<file path="config.mk">
export PLATFORM = sky130hd
export DESIGN_NAME = bss_sequencer
export DESIGN_NICKNAME = d
export VERILOG_FILES = /design/src/inc/bss_pkg.sv /design/src/core/bss_deglitch.sv /design/src/core/bss_sequencer.sv
export SDC_FILE = /design/constraint.sdc
export NUM_CORES = 1
export LEC_CHECK = 0
export BUFFER_PORTS_ARGS = -buffer_cell sky130_fd_sc_hd__buf_4
export CORE_MARGIN = 2
export CORE_UTILIZATION = 60
export DETAILED_ROUTE_END_ITERATION = 10
export GPL_TIMING_DRIVEN = 0
export PLACE_DENSITY = 0.8
export SLEW_MARGIN = 40
export SYNTH_ARGS = -nofsm -noshare
export SYNTH_HDL_FRONTEND = slang
export SYNTH_SLANG_ARGS = --single-unit
</file>
<file path="constraint.sdc">
create_clock -name i_ref_clk -period 3.6 [get_ports i_ref_clk]
set_clock_uncertainty 0.2 [all_clocks]
set_input_delay 0.18 -clock i_ref_clk [delete_from_list [all_inputs] [get_ports i_ref_clk]]
set_output_delay 0.18 -clock i_ref_clk [all_outputs]
set_load 0.05 [all_outputs]
</file>
<file path="src/inc/bss_pkg.sv">
// Constants and types for the boost start-up sequencer
package bss_pkg;
	localparam int unsigned CLK_HZ = 10_000_000;
	localparam int unsigned CAL_TIME_US = 195;
	localparam int unsigned PREBIAS_TIME_US = 50;
	localparam int unsigned FAULT_DEGLITCH_US = 10;
	localparam int unsigned OK_DELAY_SHORT_US = 500;
	localparam int unsigned OK_DELAY_LONG_US = 100_000;
	localparam int unsigned CAL_CYCLES = CAL_TIME_US * (CLK_HZ / 1_000_000);
	localparam int unsigned PREBIAS_CYCLES = PREBIAS_TIME_US * (CLK_HZ / 1_000_000);
	localparam int unsigned DEGLITCH_CYCLES = FAULT_DEGLITCH_US * (CLK_HZ / 1_000_000);
	localparam int unsigned OK_SHORT_CYCLES = OK_DELAY_SHORT_US * (CLK_HZ / 1_000_000);
	localparam int unsigned OK_LONG_CYCLES = OK_DELAY_LONG_US * (CLK_HZ / 1_000_000);
	localparam int unsigned CNT_W = 20;
	localparam int unsigned DG_W = 8;
	localparam int unsigned ONTIME_W = 8;
	// Latched mode defaults while the device is shut down
	localparam logic RST_FAULT_RESP = 1'b0;
	localparam logic RST_LIGHT_LOAD = 1'b0;
	localparam logic RST_TRACK_TYPE = 1'b0;

	typedef enum logic [2:0] {
		BSS_OFF = 3'b000,
		BSS_CAL = 3'b001,
		BSS_LOCK = 3'b011,
		BSS_PREBIAS = 3'b010,
		BSS_RAMP = 3'b110,
		BSS_DELAY = 3'b111,
		BSS_RUN = 3'b101,
		BSS_FAULT = 3'b100
	} bss_state_e;
endpackage
</file>
<file path="src/core/bss_deglitch.sv">
// Fault comparator filter: flags a level held longer than the deglitch time
`timescale 1ns/1ps
module bss_deglitch
	import bss_pkg::*;
(
	input wire logic i_ref_clk,
	input wire logic i_resetn,
	input wire logic i_clear,
	input wire logic i_level,
	output logic o_fault
);
	logic [DG_W-1:0] cnt_reg;
	logic [DG_W-1:0] cnt_next;
	logic fault_reg;
	logic fault_next;

	always_comb
	begin
		cnt_next = '0;
		fault_next = 1'b0;
		if (!i_clear && i_level)
		begin
			// Strictly longer than the window; then held until the level drops
			if (fault_reg || cnt_reg > DG_W'(DEGLITCH_CYCLES))
			begin
				fault_next = 1'b1;
				cnt_next = cnt_reg;
			end
			else
				cnt_next = cnt_reg + DG_W'(1);
		end
	end

	always_ff @(posedge i_ref_clk or negedge i_resetn)
	begin
		if (!i_resetn)
		begin
			cnt_reg <= '0;
			fault_reg <= 1'b0;
		end
		else
		begin
			cnt_reg <= cnt_next;
			fault_reg <= fault_next;
		end
	end

	assign o_fault = fault_reg;
endmodule

</file>
<file path="src/core/bss_sequencer.sv">
// Start-up, soft-start and output-ok sequencer of a two-phase boost controller
// Functional notes
// - Stay shut down until turn-on input high
// - Wait for supply rail threshold before initialising
// - Calibrate 195 us, latch mode select pins
// - Wait oscillator lock before phase clock toggles
// - Prebias ramp pin 50 us before ramp
// - Drivers enabled, switch only after offset exceeded
// - One-way conduction forced throughout soft-start ramp
// - Ramp complete needs clamp reached and tracking
// - One-way mode: output ok 0.5 ms later
// - Continuous mode: 100 ms delay, on-time ramps up
// - Turn-on low clears faults, turns all off
// - Open-drain output ok only within window
// - Output ok low during whole soft-start
// - Fault held over 10 us pulls ok low
// - Fault recovery releases output ok after 0.5 ms
// - Lost sync clock: lock fault, hiccup or latch
`timescale 1ns/1ps
module bss_sequencer
	import bss_pkg::*;
(
	input wire logic i_ref_clk,
	input wire logic i_resetn,
	input wire logic i_turn_on_above,
	input wire logic i_supply_rail_ok,
	input wire logic i_fault_response_select,
	input wire logic i_light_load_select,
	input wire logic i_track_type_select,
	input wire logic i_osc_locked,
	input wire logic i_sync_clock_lost,
	input wire logic i_comp_above_offset,
	input wire logic i_ramp_at_clamp,
	input wire logic i_tracking_reference_ok,
	input wire logic i_feedback_in_window,
	input wire logic i_feedback_undervoltage,
	input wire logic i_feedback_overvoltage,
	input wire logic i_input_overvoltage,
	output bss_pkg::bss_state_e o_state,
	output logic o_fault_response_latched,
	output logic o_one_way_conduction,
	output logic o_track_type_latched,
	output logic o_phase_clock_enable,
	output logic o_ramp_prebias,
	output logic o_ramp_enable,
	output logic o_drivers_enable,
	output logic o_drivers_switching,
	output logic o_ramp_complete,
	output logic [7:0] o_high_side_gate_ontime,
	output logic o_lock_fault,
	output logic o_output_ok_flag_out,
	output logic o_output_ok_flag_oe_n
);
	bss_state_e state_reg;
	bss_state_e state_next;
	logic [CNT_W-1:0] cnt_reg;
	logic [CNT_W-1:0] cnt_next;
	logic fresp_reg;
	logic fresp_next;
	logic light_reg;
	logic light_next;
	logic track_reg;
	logic track_next;
	logic lockf_reg;
	logic lockf_next;
	logic switch_reg;
	logic switch_next;
	logic done_reg;
	logic done_next;
	logic [ONTIME_W-1:0] ontime_reg;
	logic [ONTIME_W-1:0] ontime_next;
	logic [15:0] step_reg;
	logic [15:0] step_next;
	logic ok_reg;
	logic ok_next;
	logic enabled;
	logic uv_f;
	logic ov_f;
	logic iov_f;
	logic any_fault;
	logic [CNT_W-1:0] ok_delay;

	assign enabled = i_turn_on_above && i_supply_rail_ok;

	bss_deglitch u_dg_uv (
		.i_ref_clk(i_ref_clk),
		.i_resetn(i_resetn),
		.i_clear(!enabled),
		.i_level(i_feedback_undervoltage),
		.o_fault(uv_f)
	);
	bss_deglitch u_dg_ov (
		.i_ref_clk(i_ref_clk),
		.i_resetn(i_resetn),
		.i_clear(!enabled),
		.i_level(i_feedback_overvoltage),
		.o_fault(ov_f)
	);
	bss_deglitch u_dg_iov (
		.i_ref_clk(i_ref_clk),
		.i_resetn(i_resetn),
		.i_clear(!enabled),
		.i_level(i_input_overvoltage),
		.o_fault(iov_f)
	);
	assign any_fault = uv_f || ov_f || iov_f;
	assign ok_delay = light_reg ? CNT_W'(OK_LONG_CYCLES) : CNT_W'(OK_SHORT_CYCLES);

	always_comb
	begin
		state_next = state_reg;
		cnt_next = cnt_reg;
		fresp_next = fresp_reg;
		light_next = light_reg;
		track_next = track_reg;
		lockf_next = lockf_reg;
		switch_next = switch_reg;
		done_next = done_reg;
		ontime_next = ontime_reg;
		step_next = step_reg;
		ok_next = 1'b0;
		if (!enabled)
		begin
			// Turn-on low clears everything and drops to shutdown
			state_next = BSS_OFF;
			cnt_next = '0;
			fresp_next = RST_FAULT_RESP;
			light_next = RST_LIGHT_LOAD;
			track_next = RST_TRACK_TYPE;
			lockf_next = 1'b0;
			switch_next = 1'b0;
			done_next = 1'b0;
			ontime_next = '0;
			step_next = '0;
		end
		else
		begin
			unique case (state_reg)
				BSS_OFF:
				begin
					state_next = BSS_CAL;
					cnt_next = '0;
				end
				BSS_CAL:
				begin
					cnt_next = cnt_reg + CNT_W'(1);
					if (cnt_reg == CNT_W'(CAL_CYCLES - 1))
					begin
						fresp_next = i_fault_response_select;
						light_next = i_light_load_select;
						track_next = i_track_type_select;
						cnt_next = '0;
						state_next = BSS_LOCK;
					end
				end
				BSS_LOCK:
					if (i_osc_locked)
						state_next = BSS_PREBIAS;
				BSS_PREBIAS:
				begin
					cnt_next = cnt_reg + CNT_W'(1);
					if (cnt_reg == CNT_W'(PREBIAS_CYCLES - 1))
					begin
						cnt_next = '0;
						state_next = BSS_RAMP;
					end
				end
				BSS_RAMP:
				begin
					if (i_comp_above_offset)
						switch_next = 1'b1;
					if (i_ramp_at_clamp && i_tracking_reference_ok)
					begin
						done_next = 1'b1;
						cnt_next = '0;
						state_next = BSS_DELAY;
					end
				end
				BSS_DELAY:
				begin
					cnt_next = cnt_reg + CNT_W'(1);
					// Gradual on-time growth, one step per 1/256 of the delay
					step_next = step_reg + 16'h0001;
					if (light_reg && step_reg == 16'(OK_LONG_CYCLES / 256 - 1))
					begin
						step_next = '0;
						if (ontime_reg != 8'hff)
							ontime_next = ontime_reg + 8'h01;
					end
					if (cnt_reg == ok_delay - CNT_W'(1))
					begin
						ontime_next = 8'hff;
						cnt_next = '0;
						state_next = BSS_RUN;
					end
				end
				BSS_RUN:
				begin
					if (any_fault)
						cnt_next = '0;
					else if (cnt_reg != CNT_W'(OK_SHORT_CYCLES))
						cnt_next = cnt_reg + CNT_W'(1);
				end
				BSS_FAULT:
				begin
					// Hiccup restarts; latch-off waits for turn-on low
					if (!fresp_reg)
					begin
						lockf_next = 1'b0;
						switch_next = 1'b0;
						done_next = 1'b0;
						ontime_next = '0;
						step_next = '0;
						cnt_next = '0;
						state_next = BSS_CAL;
					end
				end
			endcase
			if (i_sync_clock_lost && (state_reg == BSS_PREBIAS || state_reg == BSS_RAMP ||
				state_reg == BSS_DELAY || state_reg == BSS_RUN))
			begin
				lockf_next = 1'b1;
				switch_next = 1'b0;
				state_next = BSS_FAULT;
			end
		end
		// Released only after delay, in window, fault free and recovered
		if (state_next == BSS_RUN && state_reg == BSS_RUN && !any_fault &&
			i_feedback_in_window && cnt_reg == CNT_W'(OK_SHORT_CYCLES))
			ok_next = 1'b1;
		if (state_reg == BSS_DELAY && state_next == BSS_RUN)
			ok_next = !any_fault && i_feedback_in_window;
		if (state_reg == BSS_DELAY && state_next == BSS_RUN)
			cnt_next = CNT_W'(OK_SHORT_CYCLES);
	end

	always_ff @(posedge i_ref_clk or negedge i_resetn)
	begin
		if (!i_resetn)
		begin
			state_reg <= BSS_OFF;
			cnt_reg <= '0;
			fresp_reg <= RST_FAULT_RESP;
			light_reg <= RST_LIGHT_LOAD;
			track_reg <= RST_TRACK_TYPE;
			lockf_reg <= 1'b0;
			switch_reg <= 1'b0;
			done_reg <= 1'b0;
			ontime_reg <= '0;
			step_reg <= '0;
			ok_reg <= 1'b0;
		end
		else
		begin
			state_reg <= state_next;
			cnt_reg <= cnt_next;
			fresp_reg <= fresp_next;
			light_reg <= light_next;
			track_reg <= track_next;
			lockf_reg <= lockf_next;
			switch_reg <= switch_next;
			done_reg <= done_next;
			ontime_reg <= ontime_next;
			step_reg <= step_next;
			ok_reg <= ok_next;
		end
	end

	// Control outputs registered, decoded from next state (state_next, light_next)
	logic pclk_reg;
	logic prebias_reg;
	logic rampen_reg;
	logic drven_reg;
	logic oneway_reg;
	always_ff @(posedge i_ref_clk or negedge i_resetn)
	begin
		if (!i_resetn)
		begin
			pclk_reg <= 1'b0;
			prebias_reg <= 1'b0;
			rampen_reg <= 1'b0;
			drven_reg <= 1'b0;
			oneway_reg <= 1'b1;
		end
		else
		begin
			pclk_reg <= state_next inside {BSS_PREBIAS, BSS_RAMP, BSS_DELAY, BSS_RUN};
			prebias_reg <= state_next == BSS_PREBIAS;
			rampen_reg <= state_next inside {BSS_RAMP, BSS_DELAY, BSS_RUN};
			drven_reg <= state_next inside {BSS_RAMP, BSS_DELAY, BSS_RUN};
			oneway_reg <= (state_next != BSS_RUN) || !light_next;
		end
	end

	assign o_state = state_reg;
	assign o_fault_response_latched = fresp_reg;
	assign o_one_way_conduction = oneway_reg;
	assign o_track_type_latched = track_reg;
	assign o_phase_clock_enable = pclk_reg;
	assign o_ramp_prebias = prebias_reg;
	assign o_ramp_enable = rampen_reg;
	assign o_drivers_enable = drven_reg;
	assign o_drivers_switching = switch_reg;
	assign o_ramp_complete = done_reg;
	assign o_high_side_gate_ontime = ontime_reg;
	assign o_lock_fault = lockf_reg;
	assign o_output_ok_flag_out = 1'b0;
	// Open drain: enable is low while the pin is pulled low, high only when ok
	assign o_output_ok_flag_oe_n = ok_reg;
endmodule

</file>
Word level (Yosys, flattened, before mapping)

Cells that the tools add are included.

Flip-flop bits (word level): 85
Input port bits: 16
Output and inout bits: 23
Word-level logic and storage cells: 168

Add/sub/neg operators: 7
$lt $le $gt $ge: 3
Eq/ne operators: 39
Multiplexer cells: 64
Reductions and logical operators: 34

Operators by type and width:

| kind                  | count |
|---|---|
| $mux 20               | 10 |
| $pmux 20 s7           | 1 |
| $mux 8                | 11 |
| $mux 16               | 3 |
| $add 8x1->8 const B   | 4 |
| $pmux 16 s2           | 1 |
| $mux 1                | 26 |
| $gt 8x7->1 const B    | 3 |
| $mux 3                | 8 |
| $eq 3x3->1 const B    | 7 |
| $pmux 3 s7            | 1 |
| $add 20x1->20 const B | 1 |
| $eq 20x11->1 const B  | 1 |
| $eq 20x13->1 const B  | 1 |
| $eq 20x20->1          | 1 |
| $eq 20x9->1 const B   | 1 |
| $ne 20x13->1 const B  | 1 |
| $sub 20x1->20 const B | 1 |
| $add 16x1->16 const B | 1 |
| $eq 16x12->1 const B  | 1 |
| $ne 4x4->1 const B    | 4 |
| $pmux 8 s2            | 1 |
| $logic_and 1x1->1     | 13 |
| $eq 3x2->1 const B    | 3 |
| 20 further kinds      | 42 |

Logic depth before layout (Yosys ltp)

Gate-level depths: netlist (run 1).

Depth in word-level cells: 14
Gate-level depth with buffers: 10
Gate-level depth less buffers: 8

Hierarchy

From an unflattened synthesis (run 1), not the netlist that was laid out.

Cells, all modules: 556
Area total of the unflattened synthesis: 4951.0 um2

By module, submodules not included:

| module        | times used | cells an instance | area an instance (um2) |
|---|---|---|---|
| bss_sequencer | 1          | 415               | 3554.7 |
| bss_deglitch  | 3          | 47                | 465.4 |

Least setup slack after synthesis (run 1)

OpenSTA, ideal clock, no wires.

Path type: reg-to-reg
Start point: register state_reg[1] (netlist: o_state[1])
End point: register cnt_reg[7]
Library setup time: 126 ps
Data arrival time: 2248 ps
Required time: 3274 ps
Setup slack: 1026 ps
Cell stages (with the launch flop): 8
Buffers on the path: 1
Cell sequence: dfrtp_1 clkbuf_1 nor4b_1 nand4_1 or4_4 a21oi_4 nor3b_2 a221o_1

Word-level cells in the longest chain between the ends: 11
Elaborated cells between the ends (all ways): 31
Those cells by class: eq/ne (12); mux (12); reduce/logical (7)

Ends and longest elaborated chain:

| element                                                   | RTL line                                   | RTL |
|---|---|---|
| start, declared                                           | bss_sequencer.sv:54                        | `bss_state_e state_reg;` |
| start signal, assigned                                    | bss_sequencer.sv:255                       | `state_reg <= state_next;` |
| $eq 3x2->1 or $eq 3x3->1 (tied branches)                  | bss_sequencer.sv:138, bss_sequencer.sv:219 |  |
| $logic_or 1x1->1 (2 in a row)                             | bss_sequencer.sv:219                       | `if (i_sync_clock_lost && (state_reg == BSS_PREBIAS \|\| state_reg == BSS_RAMP \|\|` |
| $logic_or 1x1->1                                          | bss_sequencer.sv:220                       | `state_reg == BSS_DELAY \|\| state_reg == BSS_RUN))` |
| $logic_and 1x1->1                                         | bss_sequencer.sv:219                       |  |
| $mux 3                                                    | bss_sequencer.sv:219                       |  |
| $mux 3                                                    | bss_sequencer.sv:122                       | `if (!enabled)` |
| $eq 3x3->1                                                | bss_sequencer.sv:233                       | `if (state_reg == BSS_DELAY && state_next == BSS_RUN)` |
| $logic_and 1x1->1                                         | bss_sequencer.sv:233                       |  |
| $ne 9x1->1 (no source line), or another cell as far along | n/a                                        |  |
| $reduce_and 4->1 (no source line)                         | n/a                                        |  |
| end signal, assigned                                      | bss_sequencer.sv:256                       | `cnt_reg <= cnt_next;` |
| end, declared                                             | bss_sequencer.sv:56                        | `logic [CNT_W-1:0] cnt_reg;` |

Several ways; a longest one is shown, not always the timed one.
A chain may end at the register's enable or synchronous reset.

Final worst setup path (run 1)

Start point: register cnt_reg[0]
End point: register cnt_reg[18]

Word-level cells in the longest chain between the ends: 9
Elaborated cells between the ends (all ways): 26
Those cells by class: add/sub (1); eq/ne (9); mux (14); reduce/logical (2)

Ends and longest elaborated chain:

| element                                                   | RTL line                                                         | RTL |
|---|---|---|
| $eq 20x20->1, or another cell as far along                | bss_sequencer.sv:190                                             | `if (cnt_reg == ok_delay - CNT_W'(1))` |
| $mux 3, on equally long branches                          | bss_sequencer.sv:190, bss_sequencer.sv:147, bss_sequencer.sv:162 |  |
| $pmux 3 s7                                                | bss_sequencer.sv:138                                             | `unique case (state_reg)` |
| $mux 3                                                    | bss_sequencer.sv:219                                             |  |
| $mux 3                                                    | bss_sequencer.sv:122                                             |  |
| $eq 3x3->1                                                | bss_sequencer.sv:233                                             |  |
| $logic_and 1x1->1                                         | bss_sequencer.sv:233                                             |  |
| $ne 9x1->1 (no source line), or another cell as far along | n/a                                                              |  |
| $reduce_and 4->1 (no source line)                         | n/a                                                              |  |

Several ways; a longest one is shown, not always the timed one. The select of a mux whose other input is x is not followed.

==> results of run 1 <==
## stage by stage
stage | total power (W) | hold WS, ns | worst slack (ns)
6_report | 0.001695 | 0.03356 | 0.7060
5_1_grt | 0.001759 | 0.06236 | 0.4810
4_1_cts | 0.001707 | 0.02165 | 0.7333
3_5_place_dp | 0.001084 | 0.06739 | 0.7726
3_3_place_gp | 0.001081 | 0.2224 | 0.8587
2_1_floorplan | 0.001031 | -0.3156 | 1.026
## power groups by stage
stage,logic [W],clock network [W],registers [W]
floorplan,0.0000477,0,0.000984
global placement,0.0000992,0,0.000982
CTS,0.000110,0.000634,0.000963
global route,0.000122,0.000673,0.000964
detailed placement,0.000102,0,0.000982
finish,0.000109,0.000623,0.000963
## routing by layer
metal	up-vias	part of all wire, %	routed length, µm
li1	2025	-	-
met1	2050	46	5225
met2	150	47	5303
met3	13	5.8	652
met4	0	1.3	153
met5	-	0	0
## placed cells by master (no fill, tap or decap), types with 13 or more instances in the layout
master / n
dfrtp_1: 84
nand2_1: 64
nor2_1: 64
buf_4: 39
o21ai_0: 31
nand3_1: 23
and3_1: 23
inv_1: 21
nand4_1: 20
a21oi_1: 13
xor2_1: 13
## layout make-up
class | instances | share of cell area, %
inverter | 21 | 1.422
tap | 102 | 2.303
clock buffer | 10 | 2.303
clock inverter | 6 | 0.8580
buffer | 23 | 2.416
timing repair buffer | 45 | 6.570
sequential | 85 | 38.41
multi-input combinational | 408 | 45.72
## worst max-delay path: cells and delay by family (launching register included)
kind                       cells  cell delay, ns
adders and majority gates      1            0.28
AOI/OAI and AO/OA              3            0.68
DFF                            1            0.47
and+or+nand+nor                3            0.95
buffers and inverters          1            0.18
## path summary, 6_finish.rpt
kind | start | endpoint | slack, ns | depth (start not counted)
worst min register to register | u_dg_ov.cnt_reg[6] | u_dg_ov.cnt_reg[6] | 0.34 | 1
worst max-delay path | cnt_reg[0] | cnt_reg[18] | 0.71 | 8
worst max register to register | cnt_reg[0] | cnt_reg[18] | 0.71 | 8
min in group asynchronous | i_resetn | cnt_reg[5] | 0.18 | 2
max in group asynchronous | i_resetn | u_dg_uv.cnt_reg[3] | 2.50 | 2
worst min-delay path | i_sync_clock_lost | o_drivers_switching | 0.03 | 4
## kinds of logic after synthesis
logic type      Yosys count  share of synthesized area, %
simple gates            261                         27.78
compound gates          103                         15.10
flops                    85                         43.83
buf+inv                  44                         4.380
xor+xnor                 25                         4.509
fa+ha+maj                12                         3.092
mux                       6                         1.237
other cells               1                       0.07723
==> results.txt, run 1 <==
CP arrival -> 2.92 ns
Avg WL per Cell -> 16.19 µm
Seq/Total Area, Yosys -> 43.83%
# nets final -> 621
YS warnings -> 0
GR Util met1 -> 38.30%
TritonCTS Buffers -> 9
Hold-fix buffers, CTS -> 8
worst skew pair latency -> 0.37 ns
EDFF count, synth -> 0
number of vias per cell -> 6.054
max cap viols -> 0
io pins -> 39
Placer Congestion -> 0.9338
total gr overflow -> 0
DR pass1 iterations -> 5
crit path capture type -> flip-flop
drt total wl -> 11330 µm
Sinks on Clock Net -> 85
first-pass GRT wire length -> 19370 µm
crit-path max cell delay -> 0.47 ns
Critical Path RT -> 3.63 ns
Post-Layout Cell Count -> 700
initial antenna violation count -> 0
Setup crit start kind -> flip-flop
share of layout cells above drive strength 1 -> 15.72%
Die X -> 93.96 µm
max reg flops -> 20
largest net degree at the start of global routing -> 86
Yosys reg bits -> 85
fmax -> 0.3455 GHz
number of global-route vias before repair -> 4118
Port Buffers -> 37
peak supply drop -> 0.2859 mV
Most used DFF post-synth -> dfrtp_1
Least-Margin Pin Slew -> 0.7500 ns
max_slew headroom -> 50.00%
Total GRT Usage -> 27.55%
Synthesized Nets -> 565
CP max stage cell -> dfrtp_1
worst-path fanout max -> 10
Yosys top cell area share -> 43.29%
core area -> 7767 µm²
via count -> 4238
Antenna Diode Count -> 0
area of the multi-input gates -> 2534 µm²
overall die height -> 93.96 µm
GRT Max-Usage Layer -> met2
H-Tree Depth -> 3
CTS tree -> done
Cells after DPL -> 676
Sw Pwr -> 0.0004444 W
HPWL Detailed -> 8005 µm
RSZ-0062 raised after global routing -> false
Clock Path Buffers -> 2
Clock transition at path regs -> 0.09 ns
async set-reset flop share out of synthesis -> 100.0%
Placement Cell Area -> 5284 µm²
most frequent cell after synthesis -> dfrtp_1
setup_tns -> 0 ns
worst hold path type -> in -> reg
Seq pwr share -> 56.8%
Die Area -> 8828 µm²
Gate power share -> 6.4%
status -> finished clean
starting DRC count in detailed routing -> 283
Synth Instances -> 537
drt drc -> 0
synth cell count leaders -> dfrtp_1, nand2_1, nor2_1
Starting Density -> 62.52%
Internal -> 0.001251 W
mapped cell area -> 4856 µm²
Clock Power Share -> 36.7%
area growth from synthesis to final layout -> 14.12%
P per Cell Area -> 305.9 nW/µm²
Synth cell types -> 65
Synth area leaders -> dfrtp_1, nand2_1, nor2_1, o21ai_0, ha_1
crit path cell chain -> ha_1 > nand4b_1 > or4_4 > a221oi_4 > o211ai_2 > buf_6 > nand4_1 > o22ai_1
Lkg Pwr -> 2.460 nW
Sw Ratio -> 26.22%
FP Rows -> 32
critical path class -> reg -> reg
clock root buffer -> clkbuf_8
post-route ant nets -> 0
design area -> 5542 µm²
final core utilization -> 71.34%
final hold violation count -> 0
Final Slew Violations -> 0
M3 GR Usage -> 4.414%
Synth area leader -> dfrtp_1
register area -> 2128 µm²
Synth Area per Inst -> 9.043 µm²
final setup fails -> 0
final critical-path share of the clock period -> 80.39%
CTS resizes -> 0
# fillers -> 620
minimum clock period -> 2.894 ns
Post-CTS Setup Bufs -> 0
Global Route met2 Usage -> 43.15%
Power figures use the tool's default switching activity.
==> run 2: changes to the inputs <==
Settings changed: ABC_AREA set to 1, CORE_UTILIZATION 60 to 55, PLACE_DENSITY 0.8 to 0.77.
Clock period 3.6 ns to 2.4 ns, I/O delays scaled along.
==> run 2 against run 1 <==
  * Worst hold slack lost 0.021 ns
  * Power rose by 52%
  * Critical path depth up 3
  * Setup slack worse by 0.49 ns
  * Die area rose by 14%
  * Design area rose by 5.5%
  * Count of clock-buffer cells in the layout unchanged
  * Critical endpoint is now cnt_reg[11]
  * Largest power group unchanged
==> results.txt, run 2 <==
drt total wl -> 11250 µm (-0.72%)
Starting Density -> 55.98% (-6.5 points)
number of vias per cell -> 5.334 (-12%)
final core utilization -> 63.87% (-7.5 points)
origin of the critical flop-to-flop path -> cnt_reg[0]
Avg WL per Cell -> 13.57 µm (-16%)
first-pass GRT wire length -> 19530 µm (+0.82%)
Placer Congestion -> 0.8910 (-4.6%)
worst hold path type -> in -> reg
hold slack -> 0.01252 ns (-0.02104 ns)
Total GRT Usage -> 24.06% (-3.5 points)
# fillers -> 781 (+26%)
CTS tree -> done
fmax -> 0.4572 GHz (+32%)
FP Rows -> 35 (+9.4%)
Final Slew Violations -> 0 (unchanged)
number of global-route vias before repair -> 4271 (+3.7%)
worst slack, placed -> 0.1735 ns (-0.5991 ns)
Port Buffers -> 37 (unchanged)
async set-reset flop share out of synthesis -> 100.0% (unchanged)
flop-to-flop setup slack -> 0.21 ns (-0.49 ns)
Die X -> 100.5 µm (+7.0%)
max_slew headroom -> 55.32% (+5.3 points)
Crit. Startpoint -> cnt_reg[0]
Synth area leader -> dfrtp_1
peak supply drop -> 0.3278 mV (+15%)
initial antenna violation count -> 0 (unchanged)
most frequent cell after synthesis -> nand2_1
RSZ-0062 raised after global routing -> false
io pins -> 39 (unchanged)
Setup crit start kind -> flip-flop
most common cell after layout, fill and taps aside -> nand2_1
setup ws final -> 0.2127 ns (-0.4932 ns)
HPWL Detailed -> 8222 µm (+2.7%)
Post-Layout Cell Count -> 829 (+18%)
worst-path fanout max -> 10 (unchanged)
drt drc -> 0 (unchanged)
final critical-path share of the clock period -> 91.14% (+11 points)
Most used DFF post-synth -> dfrtp_1
Synth Instances -> 653 (+22%)
# nets final -> 741 (+19%)
max cap viols -> 0 (unchanged)
DR pass1 iterations -> 4 (-1)
H-Tree Depth -> 3 (unchanged)
Synth Area per Inst -> 7.846 µm² (-13%)
Clock transition at path regs -> 0.09 ns (about the same)
Critical Path RT -> 2.49 ns (-1.14 ns)
final hold violation count -> 0 (unchanged)
post-route ant nets -> 0 (unchanged)
mapped cell area -> 5124 µm² (+5.5%)
Antenna Diode Count -> 0 (unchanged)
minimum clock period -> 2.187 ns (-0.7068 ns)
Cells after DPL -> 801 (+18%)
critical path class -> reg -> reg
YS warnings -> 0 (unchanged)
reg-to-reg endpoint -> cnt_reg[11]
crit-path max cell delay -> 0.44 ns (-0.03 ns)
largest net degree at the start of global routing -> 86 (unchanged)
setup_tns -> 0 ns (unchanged)
Least-Margin Pin Slew -> 0.6703 ns (-0.07972 ns)
Synthesized Nets -> 681 (+21%)
Synth cell types -> 50 (-23%)
EDFF count, synth -> 0 (unchanged)
Synth area leaders -> dfrtp_1, nand2_1, inv_1, nor2_1, nand3_1
synth cell count leaders -> nand2_1, dfrtp_1, inv_1
final setup fails -> 0 (unchanged)
Clock Path Buffers -> 2 (unchanged)
worst skew pair latency -> 0.36 ns (about the same)
status -> finished clean
Worst Setup EP -> cnt_reg[11]
starting DRC count in detailed routing -> 182 (-36%)
overall die height -> 100.5 µm (+7.0%)
core area -> 9153 µm² (+18%)
share of layout cells above drive strength 1 -> 18.38% (+2.7 points)
Seq/Total Area, Yosys -> 41.54% (-2.3 points)
clock root buffer -> clkbuf_8
Yosys reg bits -> 85 (unchanged)
total gr overflow -> 0 (unchanged)
via count -> 4422 (+4.3%)
Sinks on Clock Net -> 85 (unchanged)
P per Cell Area -> 442.0 nW/µm² (+44%)
TritonCTS Buffers -> 9 (unchanged)
Die Area -> 10100 µm² (+14%)
Reg2Reg Depth -> 11 (+3)
Yosys top cell area share -> 41.03% (-2.3 points)
highest-count cells in the layout ignoring fill and taps -> nand2_1, dfrtp_1, inv_1
CP max stage cell -> dfrtp_1
CP arrival -> 2.28 ns (-0.64 ns)
max reg flops -> 20 (unchanged)
crit path capture type -> flip-flop
most used cell, CP -> nand3_1
area growth from synthesis to final layout -> 14.09% (about the same)
Lkg Pwr -> 2.685 nW (+9.2%)
crit path cell chain -> inv_1 > ha_1 > nand3_1 > nor4_1 > nand3_1 > nor2_2 > nor2_4 > inv_4 > buf_6 > nand2_1 > o21ai_1
==> run 2: changes by cell type in the layout (fill, tap and decap cells not counted), moves of 9 or more <==
cell	delta
nand2_1	+75
inv_1	+58
nand3_1	+21
and3_1	-21
o21ai_2	+11
nand4_1	-12
clkbuf_1	-10
inv_2	+12
or2_2	-9
nor2_2	+11
o21ai_1	+12
xor2_1	+12
xnor2_1	-11
==> run 2: worst max-delay path, delay by kind of cell (launching register included) <==
kind,cells,cell delay [ns]
and+or+nand+nor,6,0.83
AOI/OAI and AO/OA,1,0.07
adders and majority gates,1,0.19
buffers and inverters,3,0.39
DFF,1,0.44
==> run 2: area by class of cell <==
cell class / instances / area (µm²) / share of cell area, %
well taps: 111 / 138.9 / 2.376
inverters: 94 / 360.3 / 6.164
repair buffers: 49 / 404.1 / 6.914
plain buffers: 12 / 83.83 / 1.434
clock buffers: 10 / 127.6 / 2.183
clock inverters: 6 / 46.29 / 0.7920
flip-flops and latches: 85 / 2128 / 36.41
multi-input cells: 462 / 2556 / 43.73
==> run 2: what timing repair did <==
action | in CTS | in global routing
endpoints found under the hold margin | 101 | 0
buffers inserted | 0 | 0
gates resized for setup | 0 | 2
hold buffers | 12 | 0
setup endpoints to repair | 0 | 6
==> run 2: logic make-up (layout without fill, tap and decap cells) <==
kind of cell / Yosys count / after routing / share of synthesized area [%]
simple gates: 328 / 328 / 30.92
buf+inv: 106 / 171 / 8.669
flops: 85 / 85 / 41.54
fa+ha+maj: 12 / 12 / 2.930
compound gates: 95 / 95 / 11.43
xor+xnor: 26 / 26 / 4.444
other cells: 1 / 1 / 0.07319
==> run 2: metal layers <==
metal,vias to the layer above,track usage (%),wire length (µm)
met3,17,3.329,439
li1,2230,-,-
met2,113,39.60,5325
met1,2062,32.85,5314
met5,-,0,0
met4,0,8.219,173
==> run 2: metrics by stage <==
step	total power [W]	instance area [µm²]
after floorplan	0.001581	5124
after global placement	0.001659	5540
after detailed placement	0.001664	5544
after CTS	0.002609	5838
after global routing	0.002691	5846
final	0.002584	5846
==> run 2: worst min-delay path by stage <==
| stage | slack, ns | start | depth (start not counted) | endpoint |
|---|---|---|---|---|
| floorplan | -0.38 | i_resetn | 0 | cnt_reg[0] |
| global placement | 0.12 | i_track_type_select | 3 | o_track_type_latched |
| detailed placement | 0.03 | i_resetn | 1 | cnt_reg[11] |
| CTS | 0.002 | i_osc_locked | 6 | o_state[0] |
| global route | 0.05 | i_osc_locked | 6 | o_state[0] |
| finish | 0.01 | i_osc_locked | 6 | o_state[0] |
==> run 2: report_power, final <==
part	leakage, nW	total, W	internal (W)	switching [W]
registers	1.18	0.00145	0.00144	0.0000120
clock network	0.0833	0.000935	0.000384	0.000551
logic	1.42	0.000196	0.0000651	0.000131
==> run 3: changes to the inputs <==
Settings changed: CELL_PAD_IN_SITES_DETAIL_PLACEMENT set to 0, CELL_PAD_IN_SITES_GLOBAL_PLACEMENT set to 1, CORE_MARGIN 2 to not set, CORE_UTILIZATION 55 to 41.
==> run 3 against run 2 <==
  * Sequential share of layout area shrank 1.1 points
  * Cell count grew 6.6%
  * Clock power grew 47%
  * Fmax shrank 0.68%
  * Setup slack lost 0.015 ns
  * Sequential power is essentially flat
  * Register-to-register slack is essentially flat
  * Routed wire length grew 9.2%
  * Worst hold slack gained 0.016 ns
  * Flip-flop and latch count is the same
  * Power grew 17%
  * Critical path type unchanged
  * Critical endpoint is now cnt_reg[18]
  * Largest cell class unchanged
==> results.txt, run 3 (synthesis gave the netlist of run 2 again) <==
Gate power share -> 6.6% (-1.0 points)
Die X -> 113.8 µm (+13%)
reg-to-reg endpoint -> cnt_reg[18]
Antenna Diode Count -> 0 (unchanged)
Clock Power Share -> 45.3% (+9.1 points)
initial antenna violation count -> 0 (unchanged)
Hold Crit Start -> i_osc_locked
worst slack, placed -> 0.2139 ns (+0.04033 ns)
worst hold stages -> 6 (unchanged)
first-pass GRT wire length -> 20610 µm (+5.5%)
TritonCTS Buffers -> 9 (unchanged)
largest net degree at the start of global routing -> 86 (unchanged)
Overall Power -> 0.003029 W (+17%)
most common cell after layout, fill and taps aside -> nand2_1
RSZ-0062 raised after global routing -> false
clock root buffer -> clkbuf_16
Internal -> 0.002331 W (+23%)
post-route ant nets -> 0 (unchanged)
minimum clock period -> 2.202 ns (+0.01488 ns)
via count -> 4348 (-1.7%)
setup_tns -> 0 ns (unchanged)
Avg WL per Cell -> 13.90 µm (+2.4%)
Port Buffers -> 37 (unchanged)
flop-to-flop setup slack -> 0.20 ns (about the same)
hold slack -> 0.02809 ns (+0.01557 ns)
drt drc -> 0 (unchanged)
FP Rows -> 40 (+14%)
final critical-path share of the clock period -> 91.76% (+0.62 points)
highest-count cells in the layout ignoring fill and taps -> nand2_1, dfrtp_1, inv_1
Placer Congestion -> 0.8488 (-4.7%)
CTS tree -> done
drt total wl -> 12290 µm (+9.2%)
overall die height -> 113.8 µm (+13%)
core area -> 12110 µm² (+32%)
io pins -> 39 (unchanged)
HPWL Detailed -> 8964 µm (+9.0%)
final hold violation count -> 0 (unchanged)
Die Area -> 12950 µm² (+28%)
Sinks on Clock Net -> 85 (unchanged)
Least-Margin Pin Slew -> 0.6860 ns (+0.01574 ns)
origin of the critical flop-to-flop path -> cnt_reg[0]
final setup fails -> 0 (unchanged)
share of layout cells above drive strength 1 -> 17.88% (-0.51 points)
starting DRC count in detailed routing -> 241 (+32%)
area growth from synthesis to final layout -> 17.58%
peak supply drop -> 0.3519 mV (+7.3%)
Final Slew Violations -> 0 (unchanged)
# nets final -> 741 (unchanged)
max_slew headroom -> 54.27% (-1.0 points)
crit path capture type -> flip-flop
worst skew pair latency -> 0.34 ns (-0.02 ns)
total gr overflow -> 0 (unchanged)
Setup crit start kind -> flip-flop
Hold EP -> o_state[0]
max reg flops -> 20 (unchanged)
DR pass1 iterations -> 5 (+1)
status -> finished clean
Starting Density -> 42.30% (-14 points)
Crit. Startpoint -> cnt_reg[0]
worst-path fanout max -> 4 (-6)
P per Cell Area -> 502.8 nW/µm² (+14%)
number of global-route vias before repair -> 4169 (-2.4%)
critical path class -> reg -> reg
setup ws final -> 0.1978 ns (-0.01488 ns)
Clock transition at path regs -> 0.06 ns (-0.03 ns)
Lkg Pwr -> 2.740 nW (+2.0%)
Sw Pwr -> 0.0006983 W (+0.66%)
Seq pwr share -> 48.1% (-8.1 points)
H-Tree Depth -> 3 (unchanged)
Total GRT Usage -> 20.53% (-3.5 points)
worst hold path type -> in -> reg
Reg2Reg Depth -> 10 (-1)
Sw Ratio -> 23.05% (-3.8 points)
max cap viols -> 0 (unchanged)
number of vias per cell -> 4.919 (-7.8%)
Critical Path RT -> 2.42 ns (-0.07 ns)
CP arrival -> 2.23 ns (-0.05 ns)
Clock Path Buffers -> 2 (unchanged)
fmax -> 0.4541 GHz (-0.68%)
Post-CTS Setup Bufs -> 0 (unchanged)
## run 3: cell types whose count changed in the layout (fill, tap and decap cells not counted), sizes merged
cell      change
clkbuf        +2
clkinvlp      -2
inv           -2
bufinv        +1
clkinv        -1
## run 3: routing by layer
metal | GRT usage (%) | vias to the layer above | share of wire, %
li1 | - | 2218 | -
met1 | 28.26 | 2041 | 49
met2 | 32.93 | 76 | 47
met3 | 4.304 | 13 | 3.5
met4 | 5.455 | 0 | 1.4
met5 | 0 | - | 0
## run 3: timing repair
item                                    CTS  global route
endpoints found under the setup margin    0             1
hold buffers                             12             0
hold endpoints to repair                100             0
resized for setup                         0             1
## run 3: how the worst max path moves through the flow
stage                                      end  slack, ns
finish                             cnt_reg[18]       0.20
global route                       cnt_reg[18]       0.02
CTS                                cnt_reg[18]       0.20
detailed placement                 cnt_reg[18]       0.21
global placement                   cnt_reg[12]       0.22
floorplan           o_high_side_gate_ontime[5]       0.29
## run 3: power groups by stage
stage / sequential [W] / combinational [W] / clock, W
2_1_floorplan: 0.00150 / 0.0000819 / 0
3_3_place_gp: 0.00148 / 0.000186 / 0
3_5_place_dp: 0.00148 / 0.000189 / 0
4_1_cts: 0.00146 / 0.000205 / 0.00140
5_1_grt: 0.00146 / 0.000223 / 0.00147
6_report: 0.00146 / 0.000201 / 0.00137
## run 3: cell type report
class / count / area [µm²]
fillers: 1230 / 6087
multi-input cells: 462 / 2556
clock inverters: 2 / 35.03
well taps: 168 / 210.2
plain buffers: 12 / 83.83
inverters: 94 / 360.3
repair buffers: 49 / 404.1
clock buffers: 12 / 246.5
flip-flops and latches: 85 / 2128
## run 3: per-stage QoR
stage,area (µm²),util [%],std cells
final,6025,49.74,884
after global routing,6025,49.74,884
after CTS,6017,49.68,884
after detailed placement,5615,46.36,858
after global placement,5612,46.33,858
after floorplan,5124,-,653
## run 3: worst max-delay path: stages (launching register included)
cell	delay [ns]
dfrtp_1	0.40
ha_1	0.23
nand2_2	0.09
nor2_2	0.17
nand2_1	0.17
nor2_2	0.20
nand4_2	0.17
nor2_2	0.16
a21oi_1	0.08
o21ai_1	0.14
nand2_1	0.06
